**config.mk**
```make
export PLATFORM = sky130hd
export DESIGN_NAME = mtp_pin_if
export DESIGN_NICKNAME = d
export VERILOG_FILES = /design/src/mtp_pkg.sv /design/src/mtp_tx_gate.sv /design/src/mtp_pin_if.sv
export SDC_FILE = /design/constraint.sdc
export NUM_CORES = 1
export LEC_CHECK = 0
export ABC_CLOCK_PERIOD_IN_PS = 4600
export BUFFER_PORTS_ARGS = -buffer_cell sky130_fd_sc_hd__clkbuf_2
export CELL_PAD_IN_SITES_DETAIL_PLACEMENT = 0
export CELL_PAD_IN_SITES_GLOBAL_PLACEMENT = 1
export CORE_MARGIN = 2
export CORE_UTILIZATION = 36
export DETAILED_ROUTE_END_ITERATION = 7
export GPL_TIMING_DRIVEN = 0
export PLACE_DENSITY = 0.85
export SLEW_MARGIN = 10
export SYNTH_ARGS = -nofsm -noshare
export SYNTH_HDL_FRONTEND = slang
export SYNTH_SLANG_ARGS = --single-unit
```
**constraint.sdc**
```tcl
create_clock -name ref_clk_i -period 4.6 [get_ports ref_clk_i]
set_input_delay 0.46 -clock ref_clk_i [delete_from_list [all_inputs] [get_ports ref_clk_i]]
set_output_delay 0.46 -clock ref_clk_i [all_outputs]
set_load 0.05 [all_outputs]
```
**src/mtp_pkg.sv**
```systemverilog
// constants for the transceiver pin interface block
// assumes one core clock of 10 MHz shared with the protocol engine
package mtp_pkg;

  // -------------------------------------------------------------------
  // clock and timing
  // -------------------------------------------------------------------
  localparam int CLK_PERIOD_NS = 100;
  localparam int TT_RES_NS = 64000;
  localparam int TT_TICK_CYCLES = TT_RES_NS / CLK_PERIOD_NS;
  localparam int TT_PRESCALE_W = 10;
  localparam logic [TT_PRESCALE_W-1:0] TT_TICK_LAST =
    TT_PRESCALE_W'(TT_TICK_CYCLES - 1);
  localparam int PROBE_FREQ_KHZ = 500;
  localparam int PROBE_HALF_NS = 1000000 / (2 * PROBE_FREQ_KHZ);
  localparam int PROBE_HALF_CYCLES = PROBE_HALF_NS / CLK_PERIOD_NS;
  localparam int PROBE_CNT_W = 4;
  localparam logic [PROBE_CNT_W-1:0] PROBE_HALF_LAST =
    PROBE_CNT_W'(PROBE_HALF_CYCLES - 1);

  // -------------------------------------------------------------------
  // widths and field positions
  // -------------------------------------------------------------------
  localparam int TT_W = 16;
  localparam int TT_MSB = TT_W - 1;
  localparam int WORD_W = 16;
  localparam int CMD_LSB_W = 11;
  localparam int LINK_COUNT = 31;
  localparam int LINK_IDX_W = 5;
  localparam logic [LINK_IDX_W-1:0] BROADCAST_ADDR = 5'h1f;

  // -------------------------------------------------------------------
  // hub topology codes and reset values
  // -------------------------------------------------------------------
  localparam int TOPO_SPEC_BIT = 1;
  localparam logic [1:0] TOPO_SWITCH = 2'h2;
  localparam logic [1:0] TOPO_LINK = 2'h3;
  localparam logic GATE_RESET = 1'h1;
  localparam logic DECODE_GOOD_RESET = 1'h1;
  localparam logic RX_IDLE = 1'h1;

endpackage : mtp_pkg

```
**src/mtp_tx_gate.sv**
```systemverilog
// one bus's transmit gate and drive outputs
// assumes transmit data and activity are synchronous to the core clock
`timescale 1ns/1ps
module mtp_tx_gate (
  input wire logic ref_clk_i,
  input wire logic rst_i,
  input wire logic ce_i,
  input wire logic standard_transceiver_select_i,
  input wire logic transmitting_i,
  input wire logic tx_pos_i,
  input wire logic tx_neg_i,
  output logic tx_gate_o,
  output logic std_pos_o,
  output logic std_neg_o,
  output logic disc_pos_o,
  output logic disc_neg_o
);

  // -------------------------------------------------------------------
  // state
  // -------------------------------------------------------------------
  typedef struct packed {
    logic gate;
    logic std_pos;
    logic std_neg;
    logic disc_pos;
    logic disc_neg;
  } mtp_gate_state_t;

  mtp_gate_state_t state;
  mtp_gate_state_t next_state;

  always_comb begin
    next_state = state;
    if (standard_transceiver_select_i) begin
      next_state.gate = ~transmitting_i;
      next_state.std_pos = tx_pos_i & transmitting_i;
      next_state.std_neg = tx_neg_i & transmitting_i;
      next_state.disc_pos = 1'b0;
      next_state.disc_neg = 1'b0;
    end else begin
      next_state.gate = transmitting_i;
      next_state.std_pos = 1'b0;
      next_state.std_neg = 1'b0;
      next_state.disc_pos = tx_pos_i & transmitting_i;
      next_state.disc_neg = tx_neg_i & transmitting_i;
    end
  end

  always_ff @(posedge ref_clk_i or posedge rst_i) begin
    if (rst_i) begin
      state <= '{gate: mtp_pkg::GATE_RESET, default: 1'b0};
    end else if (ce_i) begin
      state <= next_state;
    end
  end

  assign tx_gate_o = state.gate;
  assign std_pos_o = state.std_pos;
  assign std_neg_o = state.std_neg;
  assign disc_pos_o = state.disc_pos;
  assign disc_neg_o = state.disc_neg;

endmodule : mtp_tx_gate

```
**src/mtp_pin_if.sv**
```systemverilog
// pin-level glue between the protocol engine and the line transceivers
// assumes all inputs are synchronous to ref_clk_i at 10 MHz
//
// Overview of operation
// - controller strip high forces controller mode off; low lets software decide.
// - monitor strip high forces monitor mode off; low lets software decide.
// - terminal strip high forces terminal mode off; low lets software decide.
// - select high means standard transceiver, low means discrete drive outputs.
// - standard transceiver: per-bus gate low while sending, high otherwise.
// - discrete transceiver: per-bus gate acts as enable, high while sending; reset loads it high.
// - hub topology 0x all links, 10 link equals terminal, 11 single link.
// - link topology takes the common terminal address from address pins.
// - hub has 31 transmit, receive and active-high enable lines; low undriven.
// - time tag top bit is a probe; cleared to zero while reset is held.
// - a 500 kHz probe clock derived from the core clock.
// - receive strobe probe pulses at parity end of every word, either bus.
// - decode-good probe high for valid words, low on decode errors.
// - bus A sync-type probe high for command sync, low for data sync.
// - bus A activity probe high while the two receive lines differ.
// - one core-clock strobe pulse per attack cycle qualifies descriptors; bus A wins a tie.
// - attack bus flag is one for bus A, zero for bus B.
// - attack time stamp is 16 time tag bits at detection.
`timescale 1ns/1ps
module mtp_pin_if (
  input wire logic ref_clk_i,
  input wire logic rst_i,
  input wire logic ce_i,
  input wire logic controller_mode_strip_i,
  input wire logic monitor_mode_strip_i,
  input wire logic terminal_mode_strip_i,
  input wire logic sw_controller_enable_i,
  input wire logic sw_monitor_enable_i,
  input wire logic sw_terminal_enable_i,
  input wire logic standard_transceiver_select_i,
  input wire logic bus_a_transmitting_i,
  input wire logic bus_b_transmitting_i,
  input wire logic bus_a_tx_pos_i,
  input wire logic bus_a_tx_neg_i,
  input wire logic bus_b_tx_pos_i,
  input wire logic bus_b_tx_neg_i,
  input wire logic bus_a_receive_pos_i,
  input wire logic bus_a_receive_neg_i,
  input wire logic bus_a_word_done_i,
  input wire logic bus_b_word_done_i,
  input wire logic bus_a_word_error_i,
  input wire logic bus_b_word_error_i,
  input wire logic bus_a_mid_sync_i,
  input wire logic bus_a_command_sync_i,
  input wire logic bus_b_command_sync_i,
  input wire logic [15:0] bus_a_word_i,
  input wire logic [15:0] bus_b_word_i,
  input wire logic [1:0] hub_topology_select_i,
  input wire logic hub_transmitting_i,
  input wire logic hub_tx_data_i,
  input wire logic [4:0] hub_target_terminal_i,
  input wire logic [4:0] hub_link_select_i,
  input wire logic [4:0] hub_reply_link_i,
  input wire logic [30:0] hub_link_rx_i,
  input wire logic [4:0] terminal_address_pins_i,
  input wire logic terminal_address_parity_pin_i,
  output logic controller_mode_en_o,
  output logic monitor_mode_en_o,
  output logic terminal_mode_en_o,
  output logic bus_a_tx_gate_o,
  output logic bus_b_tx_gate_o,
  output logic bus_a_std_pos_o,
  output logic bus_a_std_neg_o,
  output logic bus_b_std_pos_o,
  output logic bus_b_std_neg_o,
  output logic bus_a_disc_pos_o,
  output logic bus_a_disc_neg_o,
  output logic bus_b_disc_pos_o,
  output logic bus_b_disc_neg_o,
  output logic [30:0] hub_link_tx_o,
  output logic [30:0] line_driver_enables_o,
  output logic hub_rx_o,
  output logic [4:0] hub_common_address_o,
  output logic hub_common_address_ok_o,
  output logic time_tag_top_bit_probe_o,
  output logic half_megahertz_probe_o,
  output logic rx_strobe_probe_o,
  output logic decode_good_probe_o,
  output logic bus_a_sync_type_probe_o,
  output logic bus_a_activity_probe_o,
  output logic attack_report_strobe_o,
  output logic [15:0] attack_command_o,
  output logic attack_bus_a_o,
  output logic [15:0] attack_time_stamp_o
);

  // -------------------------------------------------------------------
  // state
  // -------------------------------------------------------------------
  typedef struct packed {
    logic [mtp_pkg::TT_PRESCALE_W-1:0] tick_cnt;
    logic [mtp_pkg::TT_W-1:0] time_tag;
    logic [mtp_pkg::PROBE_CNT_W-1:0] half_cnt;
    logic half_clk;
    logic ctl_en;
    logic mon_en;
    logic term_en;
    logic rx_strobe;
    logic decode_good;
    logic sync_type;
    logic activity;
    logic atk_strobe;
    logic [mtp_pkg::WORD_W-1:0] atk_cmd;
    logic atk_bus_a;
    logic [mtp_pkg::TT_W-1:0] atk_stamp;
    logic [mtp_pkg::LINK_COUNT-1:0] hub_tx;
    logic [mtp_pkg::LINK_COUNT-1:0] hub_de;
    logic hub_rx;
    logic [mtp_pkg::LINK_IDX_W-1:0] hub_addr;
    logic hub_addr_ok;
  } mtp_state_t;

  mtp_state_t state;
  mtp_state_t next_state;

  logic atk_a;
  logic atk_b;
  logic [mtp_pkg::LINK_IDX_W-1:0] hub_sel;
  logic [mtp_pkg::LINK_IDX_W-1:0] rx_sel;

  // -------------------------------------------------------------------
  // per-bus transmit gates
  // -------------------------------------------------------------------
  mtp_tx_gate u_gate_a (
    .ref_clk_i(ref_clk_i),
    .rst_i(rst_i),
    .ce_i(ce_i),
    .standard_transceiver_select_i(standard_transceiver_select_i),
    .transmitting_i(bus_a_transmitting_i),
    .tx_pos_i(bus_a_tx_pos_i),
    .tx_neg_i(bus_a_tx_neg_i),
    .tx_gate_o(bus_a_tx_gate_o),
    .std_pos_o(bus_a_std_pos_o),
    .std_neg_o(bus_a_std_neg_o),
    .disc_pos_o(bus_a_disc_pos_o),
    .disc_neg_o(bus_a_disc_neg_o)
  );

  mtp_tx_gate u_gate_b (
    .ref_clk_i(ref_clk_i),
    .rst_i(rst_i),
    .ce_i(ce_i),
    .standard_transceiver_select_i(standard_transceiver_select_i),
    .transmitting_i(bus_b_transmitting_i),
    .tx_pos_i(bus_b_tx_pos_i),
    .tx_neg_i(bus_b_tx_neg_i),
    .tx_gate_o(bus_b_tx_gate_o),
    .std_pos_o(bus_b_std_pos_o),
    .std_neg_o(bus_b_std_neg_o),
    .disc_pos_o(bus_b_disc_pos_o),
    .disc_neg_o(bus_b_disc_neg_o)
  );

  // -------------------------------------------------------------------
  // attack detection
  // -------------------------------------------------------------------
  // command-sync words with any of the low bits set
  assign atk_a = bus_a_word_done_i & bus_a_command_sync_i &
    (|bus_a_word_i[mtp_pkg::CMD_LSB_W-1:0]);
  assign atk_b = bus_b_word_done_i & bus_b_command_sync_i &
    (|bus_b_word_i[mtp_pkg::CMD_LSB_W-1:0]);

  // -------------------------------------------------------------------
  // hub link selection
  // -------------------------------------------------------------------
  // switch topology follows the terminal, link topology the link select
  assign hub_sel = (hub_topology_select_i == mtp_pkg::TOPO_SWITCH) ?
    hub_target_terminal_i : hub_link_select_i;
  assign rx_sel = hub_topology_select_i[mtp_pkg::TOPO_SPEC_BIT] ?
    hub_sel : hub_reply_link_i;

  // -------------------------------------------------------------------
  // next state
  // -------------------------------------------------------------------
  always_comb begin
    next_state = state;

    // mode straps override software
    next_state.ctl_en = sw_controller_enable_i &
      ~controller_mode_strip_i;
    next_state.mon_en = sw_monitor_enable_i &
      ~monitor_mode_strip_i;
    next_state.term_en = sw_terminal_enable_i &
      ~terminal_mode_strip_i;

    // time tag at 64 us per tick
    if (state.tick_cnt == mtp_pkg::TT_TICK_LAST) begin
      next_state.tick_cnt = '0;
      next_state.time_tag = state.time_tag + 16'h0001;
    end else begin
      next_state.tick_cnt = state.tick_cnt + 10'h001;
    end

    // probe clock toggles every half period
    if (state.half_cnt == mtp_pkg::PROBE_HALF_LAST) begin
      next_state.half_cnt = '0;
      next_state.half_clk = ~state.half_clk;
    end else begin
      next_state.half_cnt = state.half_cnt + 4'h1;
    end

    // decoder probes
    next_state.rx_strobe = bus_a_word_done_i | bus_b_word_done_i;
    if ((bus_a_word_done_i & bus_a_word_error_i) |
        (bus_b_word_done_i & bus_b_word_error_i)) begin
      next_state.decode_good = 1'b0;
    end else if (bus_a_word_done_i | bus_b_word_done_i) begin
      next_state.decode_good = 1'b1;
    end
    if (bus_a_mid_sync_i) begin
      next_state.sync_type = bus_a_command_sync_i;
    end
    next_state.activity = bus_a_receive_pos_i ^
      bus_a_receive_neg_i;

    // attack report, bus A wins a tie
    next_state.atk_strobe = atk_a | atk_b;
    if (atk_a) begin
      next_state.atk_cmd = bus_a_word_i;
      next_state.atk_bus_a = 1'b1;
      next_state.atk_stamp = state.time_tag;
    end else if (atk_b) begin
      next_state.atk_cmd = bus_b_word_i;
      next_state.atk_bus_a = 1'b0;
      next_state.atk_stamp = state.time_tag;
    end

    // hub driver enables and transmit lines
    next_state.hub_de = '0;
    for (int i = 0; i < mtp_pkg::LINK_COUNT; i++) begin
      if (hub_transmitting_i) begin
        if (!hub_topology_select_i[mtp_pkg::TOPO_SPEC_BIT]) begin
          next_state.hub_de[i] = 1'b1;
        end else if (hub_sel == mtp_pkg::BROADCAST_ADDR) begin
          next_state.hub_de[i] = 1'b1;
        end else if (hub_sel == mtp_pkg::LINK_IDX_W'(i)) begin
          next_state.hub_de[i] = 1'b1;
        end
      end
    end
    next_state.hub_tx = {mtp_pkg::LINK_COUNT{hub_tx_data_i}} &
      next_state.hub_de;

    // hub receive from the replying link
    if (rx_sel == mtp_pkg::BROADCAST_ADDR) begin
      next_state.hub_rx = mtp_pkg::RX_IDLE;
    end else begin
      next_state.hub_rx = hub_link_rx_i[rx_sel];
    end

    // common terminal address in link topology, odd parity
    next_state.hub_addr = terminal_address_pins_i;
    next_state.hub_addr_ok = (hub_topology_select_i == mtp_pkg::TOPO_LINK) &
      (^{terminal_address_pins_i, terminal_address_parity_pin_i});
  end

  // -------------------------------------------------------------------
  // registers
  // -------------------------------------------------------------------
  always_ff @(posedge ref_clk_i or posedge rst_i) begin
    if (rst_i) begin
      state <= '{decode_good: mtp_pkg::DECODE_GOOD_RESET,
                 hub_rx: mtp_pkg::RX_IDLE,
                 default: '0};
    end else if (ce_i) begin
      state <= next_state;
    end
  end

  // -------------------------------------------------------------------
  // outputs
  // -------------------------------------------------------------------
  assign controller_mode_en_o = state.ctl_en;
  assign monitor_mode_en_o = state.mon_en;
  assign terminal_mode_en_o = state.term_en;
  assign hub_link_tx_o = state.hub_tx;
  assign line_driver_enables_o = state.hub_de;
  assign hub_rx_o = state.hub_rx;
  assign hub_common_address_o = state.hub_addr;
  assign hub_common_address_ok_o = state.hub_addr_ok;
  assign time_tag_top_bit_probe_o = state.time_tag[mtp_pkg::TT_MSB];
  assign half_megahertz_probe_o = state.half_clk;
  assign rx_strobe_probe_o = state.rx_strobe;
  assign decode_good_probe_o = state.decode_good;
  assign bus_a_sync_type_probe_o = state.sync_type;
  assign bus_a_activity_probe_o = state.activity;
  assign attack_report_strobe_o = state.atk_strobe;
  assign attack_command_o = state.atk_cmd;
  assign attack_bus_a_o = state.atk_bus_a;
  assign attack_time_stamp_o = state.atk_stamp;

endmodule : mtp_pin_if

```
==> results.py, run 1 <==
metrics = {
    "sta": {
        "holdWs_ns": 0.2030,
        "setup_ws_ns": 2.329,
        "tns_ns": 0,
        "fin_crit_sh_pct": 49.37,
        "maxSlewViolCount": 0,
        "grt_setup_unrepaired": "false",
        "worst_pin_slew_ns": 0.8189,
        "layout_min_cycle_time_ns": 2.271,
        "skew_ns": 0.01068,
        "hold_violations": 0,
        "slew_headroom_pct": 45.41,
        "setup_violations": 0,
        "fmax_mhz": 440.4,
    },
    "yosys": {
        "netlist_area_mm2": 0.007717,
        "synth_fp_nets": 839,
        "synth_compound_area_share_pct": 15.87,
        "synth_ff_type": "dfrtp_1",
        "synth_enable_flop_cells": 0,
        "synthAdderAreaFrac_pct": 0.3243,
        "yosys.area_share.xor_xnor_pct": 3.632,
        "synth.distinct_cells": 58,
        "muxShareOfSynthArea_pct": 8.771,
        "synth_top_family_by_area": "compound AO/OA/AOI/OAI gates",
        "ys_seq_area_share_pct": 49.03,
        "syn_inst": 724,
        "ys_seq_elements": 151,
        "synthArstFlopShare_pct": 100.0,
        "yosysWarnings": 0,
        "avgSynthCellArea_um2": 10.66,
        "synth-simple-area-share_pct": 9.468,
    },
    "clock_network": {
        "numCtsBuffers": 17,
        "cts_resized": 0,
        "cts.clk_slew.worst_paths_ns": 0.07,
        "root_buffer": "clkbuf_16",
        "cts.sink_count": 151,
        "cts_tree": "done",
        "htree_levels": 4,
        "cts-hold-fix-buffers": 1,
        "cts_buffer_depth": 2,
        "post_cts_buffers": 0,
        "clock_latency_ns": 0.42,
    },
    "grt": {
        "grt_usage_pct": 18.46,
        "antenna_found_initial": 0,
        "gr-total-overflow": 0,
        "grt_pass1_wl_mm": 32.13,
        "grt_max_degree": 115,
        "first_global_vias": 6099,
    },
    "power_and_ir_drop": {
        "p_comb_share_pct": 24.6,
        "power_switching_uw": 1329,
        "p_int_uw": 2681,
        "swShare_pct": 33.13,
        "vdd_drop_max_mv": 0.2490,
        "p_leak_uw": 0.004964,
        "p_clk_share_pct": 36.2,
        "p_per_area_mw_per_mm2": 406.0,
        "p_seq_share_pct": 39.2,
    },
    "detailed_routing": {
        "drc": 0,
        "drtIter0Drc": 261,
        "wl_mm": 20.57,
        "drt_pass1_iterations": 4,
        "ant_nets": 0,
        "viasPerCell": 4.833,
        "routedWlPerCell_um": 16.27,
        "vias": 6109,
    },
    "critical_path": {
        "reg2reg_depth": 7,
        "required_ns": 4.90,
        "path_buf_inv": 1,
        "r2r_setup_slack_ns": 2.33,
        "critPathArrivalTime_ns": 2.57,
        "path_cells": "ha_1, nand4bb_1, nor4_4, and4_1, clkbuf_1, nand3_1, xnor2_1",
        "crit_slowest_cell": "dfrtp_1",
        "path_class": "flop to flop",
        "cp-start-kind": "flop",
        "cp_max_fo": 8,
        "slowest_delay_ns": 0.41,
        "end_kind": "flop",
        "reg2reg_from": "state[131]",
        "cp_top_family": "simple AND/OR/NAND/NOR gates",
        "r2r-end": "state[121]",
    },
    "layout": {
        "mostFrequentLayoutCells": "clkbuf_2, dfrtp_1, buf_4",
        "nets": 1092,
        "drive_above_1_share_pct": 42.16,
        "area_delta_synth_final_pct": 27.97,
        "diodes": 0,
        "final_common_cell": "clkbuf_2",
        "stdcell_count": 1264,
    },
    "run": {
        "cap_violations": 0,
    },
    "floorplanning": {
        "rows": 53,
        "die_x_um": 150.4,
        "io_pins": 235,
        "start_util_pct": 36.71,
        "die_area_mm2": 0.02262,
        "die_height_um": 150.4,
        "core_area_mm2": 0.02102,
    },
    "placement": {
        "gpl.final_weighted_congestion": 0.7901,
        "portBuffers": 232,
        "dpl_worst_slack_ns": 2.028,
        "hpwl_mm": 15.50,
        "placed_cells": 1232,
    },
    "hold_path": {
        "hold_class": "input pin to flop",
        "hold_end": "monitor_mode_en_o",
        "hp-start": "monitor_mode_strip_i",
        "holdPathStages": 2,
    },
    "status": {
        "run_status": "complete, no violations",
    },
}
-- power groups by stage --
stage | Sequential (µW) | Combinational (µW) | Clock, µW
after floorplan | 1650 | 675 | 0
after global placement | 1590 | 976 | 0
after detailed placement | 1590 | 994 | 0
after CTS | 1570 | 996 | 1490
after global routing | 1590 | 1060 | 1550
final | 1570 | 985 | 1450
-- synth_stat cells (all sizes together), types with 2 or more instances --
master / count / area [µm²]
ha: 2 / 25.02
nor3: 6 / 30.03
and2: 2 / 12.51
o2bb2ai: 60 / 525.5
buf: 114 / 833.3
nand2b: 6 / 45.04
o21a: 3 / 22.52
o21ai: 53 / 269.0
a21oi: 26 / 130.1
inv: 24 / 90.09
dfstp: 4 / 105.1
a211oi: 4 / 30.03
mux2: 27 / 307.8
a21o: 3 / 23.77
xor2: 12 / 105.1
nand4: 3 / 18.77
nand2: 47 / 176.4
a31oi: 7 / 65.06
nand3: 15 / 75.07
nor2: 38 / 142.6
mux2i: 33 / 342.8
or3: 2 / 12.51
dfrtp: 147 / 3679
a22o: 2 / 17.52
nor3b: 4 / 30.03
o211ai: 2 / 15.01
nor2b: 7 / 43.79
and4: 4 / 35.03
o31ai: 2 / 28.78
and3: 7 / 43.79
nor4: 5 / 46.29
o32ai: 2 / 17.52
xnor2: 20 / 175.2
a22oi: 3 / 22.52
clkbuf: 19 / 72.56
-- final cells by class --
type / instances / area, µm²
Clock buffer: 18 / 439.2
Tap cell: 275 / 344.1
Inverter: 24 / 97.59
Multi-Input combinational cell: 416 / 2938
Buffer: 133 / 905.9
Fill cell: 2005 / 11150
Clock inverter: 13 / 168.9
Timing Repair Buffer: 234 / 1199
Sequential cell: 151 / 3784
-- through the flow --
| step | utilization [%] | power, µW | instance area, µm² |
|---|---|---|---|
| 2_1_floorplan | - | 2324 | 7717 |
| 3_3_place_gp | 43.87 | 2568 | 9223 |
| 3_5_place_dp | 44.04 | 2586 | 9258 |
| 4_1_cts | 46.98 | 4053 | 9876 |
| 5_1_grt | 46.98 | 4210 | 9876 |
| 6_report | 46.98 | 4010 | 9876 |
-- worst register-to-register path: stages (launching register included) --
cell	delay (ns)
dfrtp_1	0.41
ha_1	0.26
nand4bb_1	0.22
nor4_4	0.41
and4_1	0.25
clkbuf_1	0.32
nand3_1	0.15
xnor2_1	0.14
-- metal layers --
layer / GRT usage (%) / share of wire [%] / up-vias
li1: - / - / 2965
met1: 24.32 / 45 / 2945
met2: 30.39 / 48 / 177
met3: 3.939 / 5.3 / 22
met4: 5.896 / 1.5 / 0
met5: 0 / 0 / -
-- flip-flops by register name, summed over array words and instances, names as in the netlist, 5 cells and up --
register / cells
hub_link_tx_o: 31
line_driver_enables_o: 31
state: 29
attack_command_o: 16
attack_time_stamp_o: 16
hub_common_address_o: 5
-- kinds of logic (layout without fill, tap and decap cells) --
group,after synthesis,in the layout
buffers and inverters,157,422
flip-flops,151,151
multiplexers,61,61
adder cells (fa/ha/maj),2,2
AO/OA/AOI/OAI,173,173
AND/OR/NAND/NOR,148,148
XOR/XNOR,32,32
-- worst max-delay path by stage --
| stage | from | cells after the start | slack, ns | end |
|---|---|---|---|---|
| 2_1_floorplan | rst_i | 1 | 0.08 | attack_bus_a_o |
| 3_3_place_gp | rst_i | 2 | -1.70 | line_driver_enables_o[16] |
| 3_5_place_dp | bus_b_word_i[10] | 8 | 2.03 | attack_report_strobe_o |
| 4_1_cts | state[131] | 8 | 2.33 | state[122] |
| 5_1_grt | state[131] | 7 | 2.18 | state[121] |
| 6_report | state[131] | 7 | 2.33 | state[121] |
No activity file was read; power rests on OpenSTA's default activity.
==> run 2: changes to the inputs <==
ABC_CLOCK_PERIOD_IN_PS = 2100   (was 4600)
CORE_UTILIZATION = 40   (was 36)
PLACE_DENSITY = 0.89   (was 0.85)
clock period = 2.1 ns   (was 4.6 ns; I/O delays follow)
==> run 2 against run 1 <==
  * First-iteration DRC count is 21% higher
  * Combinational power is 120% higher
  * Utilization is 6.0 points higher
  * Design area is 0.95% higher
  * Via count is 0.90% higher
  * Clock power is 110% higher
  * Wire length is 2.3% lower
  * Global-route usage is 1.6 points higher
  * Total power is 120% higher
  * Hold slack worse by 0.17 ns
  * Non-clock buffer count is 8 higher
  * Sequential cell count stayed put
==> results.py, run 2 (synthesis results as in run 1) <==
metrics = {
    "status": {
        "run_status": "complete, no violations",
    },
    "layout": {
        "mostFrequentLayoutCells": "clkbuf_2, dfrtp_1, buf_4",
        "diodes": 0,
        "design_area_mm2": 0.009970,
        "stdcell_count": 1258,
        "final_common_cell": "clkbuf_2",
        "drive_above_1_share_pct": 42.69,
        "area_delta_synth_final_pct": 29.18,
        "utilization_pct": 52.94,
        "nets": 1100,
    },
    "hold_path": {
        "hold_class": "input pin to flop",
        "holdPathStages": 3,
    },
    "detailed_routing": {
        "drt_pass1_iterations": 5,
        "drtIter0Drc": 315,
        "drc": 0,
        "vias": 6164,
        "ant_nets": 0,
        "routedWlPerCell_um": 15.98,
        "wl_mm": 20.10,
        "viasPerCell": 4.900,
    },
    "floorplanning": {
        "io_pins": 235,
        "die_area_mm2": 0.02042,
        "die_x_um": 142.9,
        "core_area_mm2": 0.01883,
        "die_height_um": 142.9,
        "start_util_pct": 40.98,
        "rows": 50,
    },
    "placement": {
        "portBuffers": 232,
        "placed_cells": 1220,
        "place_area_mm2": 0.009288,
        "dpl_worst_slack_ns": -0.2635,
        "hpwl_mm": 15.37,
        "gpl.final_weighted_congestion": 0.8548,
    },
    "grt": {
        "gr-total-overflow": 0,
        "grt_usage_pct": 20.06,
        "antenna_found_initial": 0,
        "grt_pass1_wl_mm": 31.66,
        "grt_max_degree": 40,
        "first_global_vias": 6003,
    },
    "sta": {
        "fmax_mhz": 514.4,
        "grt_setup_unrepaired": "false",
        "setup_violations": 0,
        "worst_pin_slew_ns": 0.7712,
        "skew_ns": 0.009571,
        "hold_violations": 0,
        "layout_min_cycle_time_ns": 1.944,
        "fin_crit_sh_pct": 92.58,
        "maxSlewViolCount": 0,
        "setup_ws_ns": 0.1559,
        "slew_headroom_pct": 48.59,
    },
    "clock_network": {
        "cts.sink_count": 151,
        "cts.clk_slew.worst_paths_ns": 0.06,
        "clock_latency_ns": 0.42,
        "numCtsBuffers": 17,
        "cts_tree": "done",
        "root_buffer": "clkbuf_16",
        "htree_levels": 4,
        "cts_buffer_depth": 2,
    },
    "power_and_ir_drop": {
        "p_per_area_mw_per_mm2": 876.7,
        "total_power_uw": 8740,
        "p_leak_uw": 0.005012,
        "vdd_drop_max_mv": 0.5288,
    },
    "critical_path": {
        "critPathArrivalTime_ns": 2.30,
        "required_ns": 2.46,
        "cp-start-kind": "input pin",
        "reg2reg_depth": 8,
        "path_class": "input pin to flop",
        "end_kind": "flop",
        "cp_max_fo": 10,
    },
    "run": {
        "cap_violations": 0,
    },
}
==> run 2: what timing repair did <==
item                                    CTS  global route
endpoints found under the setup margin   11            10
pin swaps                                 1             1
endpoints found under the hold margin    23             0
hold buffers                              5             0
buffers inserted                          1             1
gates resized for setup                   1             2
==> run 2: metal layers <==
layer	global-route usage (%)	part of all wire, %	vias to the layer above
met2	32.84	49	206
met3	4.460	5.2	20
met1	26.81	44	2966
met5	0	0	-
li1	-	-	2972
met4	5.732	1.3	0
==> run 2: power breakdown <==
| part | total, µW | switching [µW] | internal, µW |
|---|---|---|---|
| Combinational | 2180 | 1420 | 758 |
| Sequential | 3450 | 231 | 3220 |
| Clock | 3110 | 1300 | 1810 |
| Total | 8740 | 2950 | 5790 |
==> run 2: critical path: stages <==
cell and delay [ns]:
buf_2 0.24, buf_1 0.54, clkbuf_1 0.49, nand2_1 0.11, o2bb2ai_1 0.15, dlygate4sd3_1 0.55
==> run 2: worst paths after layout <==
check,start,endpoint,slack (ns)
setup / recovery,ce_i,terminal_mode_en_o,0.16
hold reg to reg,half_megahertz_probe_o,half_megahertz_probe_o,0.46
max in group asynchronous,rst_i,hub_rx_o,0.85
min in group asynchronous,rst_i,attack_command_o[0],0.38
hold / removal,sw_controller_enable_i,controller_mode_en_o,0.03
setup reg to reg,state[131],state[122],0.16
==> run 2: cell type report <==
type | instances | area [µm²]
Buffer | 132 | 903.4
Clock buffer | 18 | 439.2
Clock inverter | 14 | 161.4
Fill cell | 1698 | 8861
Inverter | 24 | 93.84
Multi-Input combinational cell | 416 | 2957
Sequential cell | 151 | 3784
Tap cell | 260 | 325.3
Timing Repair Buffer | 243 | 1306
==> run 2: stage by stage <==
stage / setup TNS, ns / hold WS [ns]
2_1_floorplan: -1.424 / 0.2925
3_3_place_gp: -142.91 / 0.3786
3_5_place_dp: -6.248 / 0.2701
4_1_cts: 0 / 0.004104
5_1_grt: 0 / 0.02394
6_report: 0 / 0.03136
==> run 3: changes to the inputs <==
ABC_AREA = 1   (was not set)
CORE_UTILIZATION = 38   (was 40)
==> run 3 against run 2 <==
  * Via count up 14%
  * Clock skew rose by 0.0032 ns
  * Sequential share of layout area is 0.64 points lower
  * Register-to-register slack is essentially flat
  * Hold slack worse by 0.015 ns
  * Die area rose by 7.5%
  * Critical endpoint is now state[128]
==> results.py, run 3 <==
metrics = {
    "layout": {
        "nets": 1330,
        "diodes": 0,
        "filler_cell_count": 1996,
        "final_common_cell": "nand2_1",
        "multiInputGateArea_mm2": 0.002903,
        "seq_area_mm2": 0.003784,
        "area_delta_synth_final_pct": 28.41,
        "drive_above_1_share_pct": 34.61,
        "mostFrequentLayoutCells": "nand2_1, clkbuf_2, dfrtp_1",
    },
    "critical_path": {
        "r2r-end": "state[128]",
        "r2r_setup_slack_ns": 0.17,
        "required_ns": 2.40,
        "startpoint": "state[131]",
        "end_kind": "flop",
        "reg2reg_depth": 9,
        "cp-endpoint": "state[128]",
        "reg2reg_from": "state[131]",
        "path_class": "flop to flop",
        "critPathArrivalTime_ns": 2.23,
        "cp-start-kind": "flop",
        "cp_max_fo": 10,
    },
    "floorplanning": {
        "die_height_um": 148.2,
        "rows": 52,
        "core_area_mm2": 0.02030,
        "start_util_pct": 38.91,
        "die_x_um": 148.2,
        "io_pins": 235,
        "die_area_mm2": 0.02195,
    },
    "sta": {
        "setup_violations": 0,
        "maxSlewViolCount": 0,
        "fmax_mhz": 518.1,
        "hold_violations": 0,
        "setup_ws_ns": 0.1700,
        "grt_setup_unrepaired": "false",
        "fin_crit_sh_pct": 91.91,
        "skew_ns": 0.01275,
        "holdWs_ns": 0.01626,
        "layout_min_cycle_time_ns": 1.930,
        "slew_headroom_pct": 52.00,
        "worst_pin_slew_ns": 0.7201,
    },
    "clock_network": {
        "numCtsBuffers": 17,
        "cts_resized": 0,
        "cts_buffer_depth": 2,
        "root_buffer": "clkbuf_16",
        "clock_latency_ns": 0.43,
        "cts.sink_count": 151,
        "cts.clk_slew.worst_paths_ns": 0.07,
        "htree_levels": 4,
        "cts_tree": "done",
    },
    "grt": {
        "gr-total-overflow": 0,
        "grt_usage_pct": 19.56,
        "first_global_vias": 6715,
        "grt_max_degree": 40,
        "antenna_found_initial": 0,
        "grt_pass1_wl_mm": 34.24,
    },
    "yosys": {
        "netlist_area_mm2": 0.007898,
        "synthArstFlopShare_pct": 100.0,
        "synthTopCellsByArea": "dfrtp_1, nand2_1, buf_4",
        "synth_top_area_share_pct": 46.58,
        "synth_fp_nets": 1069,
        "synth.distinct_cells": 41,
        "synth_ff_type": "dfrtp_1",
        "avgSynthCellArea_um2": 8.278,
        "synth.most_common_cell": "nand2_1",
        "ys_top_cells_by_count": "nand2_1, dfrtp_1, buf_4, nand3_1, inv_1",
        "synth_largest_area_cell": "dfrtp_1",
        "yosysWarnings": 0,
        "ys_seq_area_share_pct": 47.91,
        "ys_seq_elements": 151,
        "syn_inst": 954,
        "synth_enable_flop_cells": 0,
    },
    "detailed_routing": {
        "drtIter0Drc": 331,
        "routedWlPerCell_um": 14.14,
        "viasPerCell": 4.674,
        "drc": 0,
        "wl_mm": 21.19,
        "drt_pass1_iterations": 5,
        "vias": 7002,
        "ant_nets": 0,
    },
    "hold_path": {
        "hp-start": "terminal_address_pins_i[2]",
        "hold_class": "input pin to flop",
    },
    "power_and_ir_drop": {
        "vdd_drop_max_mv": 0.5498,
        "p_per_area_mw_per_mm2": 894.5,
        "p_leak_uw": 0.005597,
    },
    "placement": {
        "dpl_worst_slack_ns": 0.03137,
        "portBuffers": 233,
        "gpl.final_weighted_congestion": 0.8601,
        "hpwl_mm": 16.48,
    },
    "status": {
        "run_status": "complete, no violations",
    },
    "run": {
        "cap_violations": 0,
    },
}
==> run 3: worst min path at each step <==
stage	end	slack, ns	cells after the start
floorplan	u_gate_b.tx_gate_o	0.30	1
global placement	controller_mode_en_o	0.42	2
detailed placement	monitor_mode_en_o	0.23	2
CTS	hub_common_address_o[0]	0.001	3
global route	hub_common_address_o[2]	0.01	3
finish	hub_common_address_o[2]	0.02	3
==> run 3: cells by family after synthesis <==
kind of cell / Yosys count / synth area share (%)
fa+ha+maj: 2 / 0.3168
flops: 151 / 47.91
xor+xnor: 29 / 3.216
simple gates: 453 / 25.32
compound gates: 108 / 7.906
buf+inv: 211 / 15.34
==> run 3: area by class of cell <==
cell class,count,share of cell area (%)
inverter,75,2.813
tap,270,3.331
clock buffer,17,4.195
buffer,136,9.167
timing repair buffer,242,12.78
clock inverter,15,1.777
sequential,151,37.31
multi-input combinational,592,28.62
==> run 3: routing by layer <==
layer / track usage (%) / wire length, µm / share of wire, %
met1: 27.70 / 10120 / 48
met2: 30.69 / 9824 / 46
met3: 3.282 / 830 / 3.9
met4: 6.381 / 418 / 2.0
met5: 0 / 0 / 0
==> run 3: worst max-delay path, stage by stage, from the launching register on <==
cell and delay, ns:
dfrtp_1 0.39, ha_1 0.18, nand3_1 0.13, nor3_2 0.15
nand2_2 0.13, nor2_8 0.18, nand3b_1 0.14, nor2_1 0.25
nand3_1 0.13, xor2_1 0.16
==> run 3: per-stage QoR <==
step | area [µm²] | total power (µW) | std cells | util [%] | TNS (ns)
final | 10140 | 9071 | 1498 | 49.96 | 0
after CTS | 10140 | 9153 | 1498 | 49.96 | 0
after global routing | 10140 | 9497 | 1498 | 49.96 | 0
after floorplan | 7901 | 5350 | 954 | - | -1.424
after global placement | 9405 | 5922 | 1457 | 46.33 | -143.42
after detailed placement | 9485 | 5972 | 1461 | 46.73 | 0
==> run 3: report_power, final <==
part | switching, µW | total [µW] | internal (µW)
logic | 1640 | 2410 | 777
registers | 239 | 3500 | 3260
clock network | 1350 | 3150 | 1800
total | 3230 | 9070 | 5840
==> run 3: repair_timing <==
action                                 in CTS  in global routing
hold buffers                                5                  0
setup endpoints to repair                   0                  0
setup buffers                               0                  0
endpoints found under the hold margin      18                  0
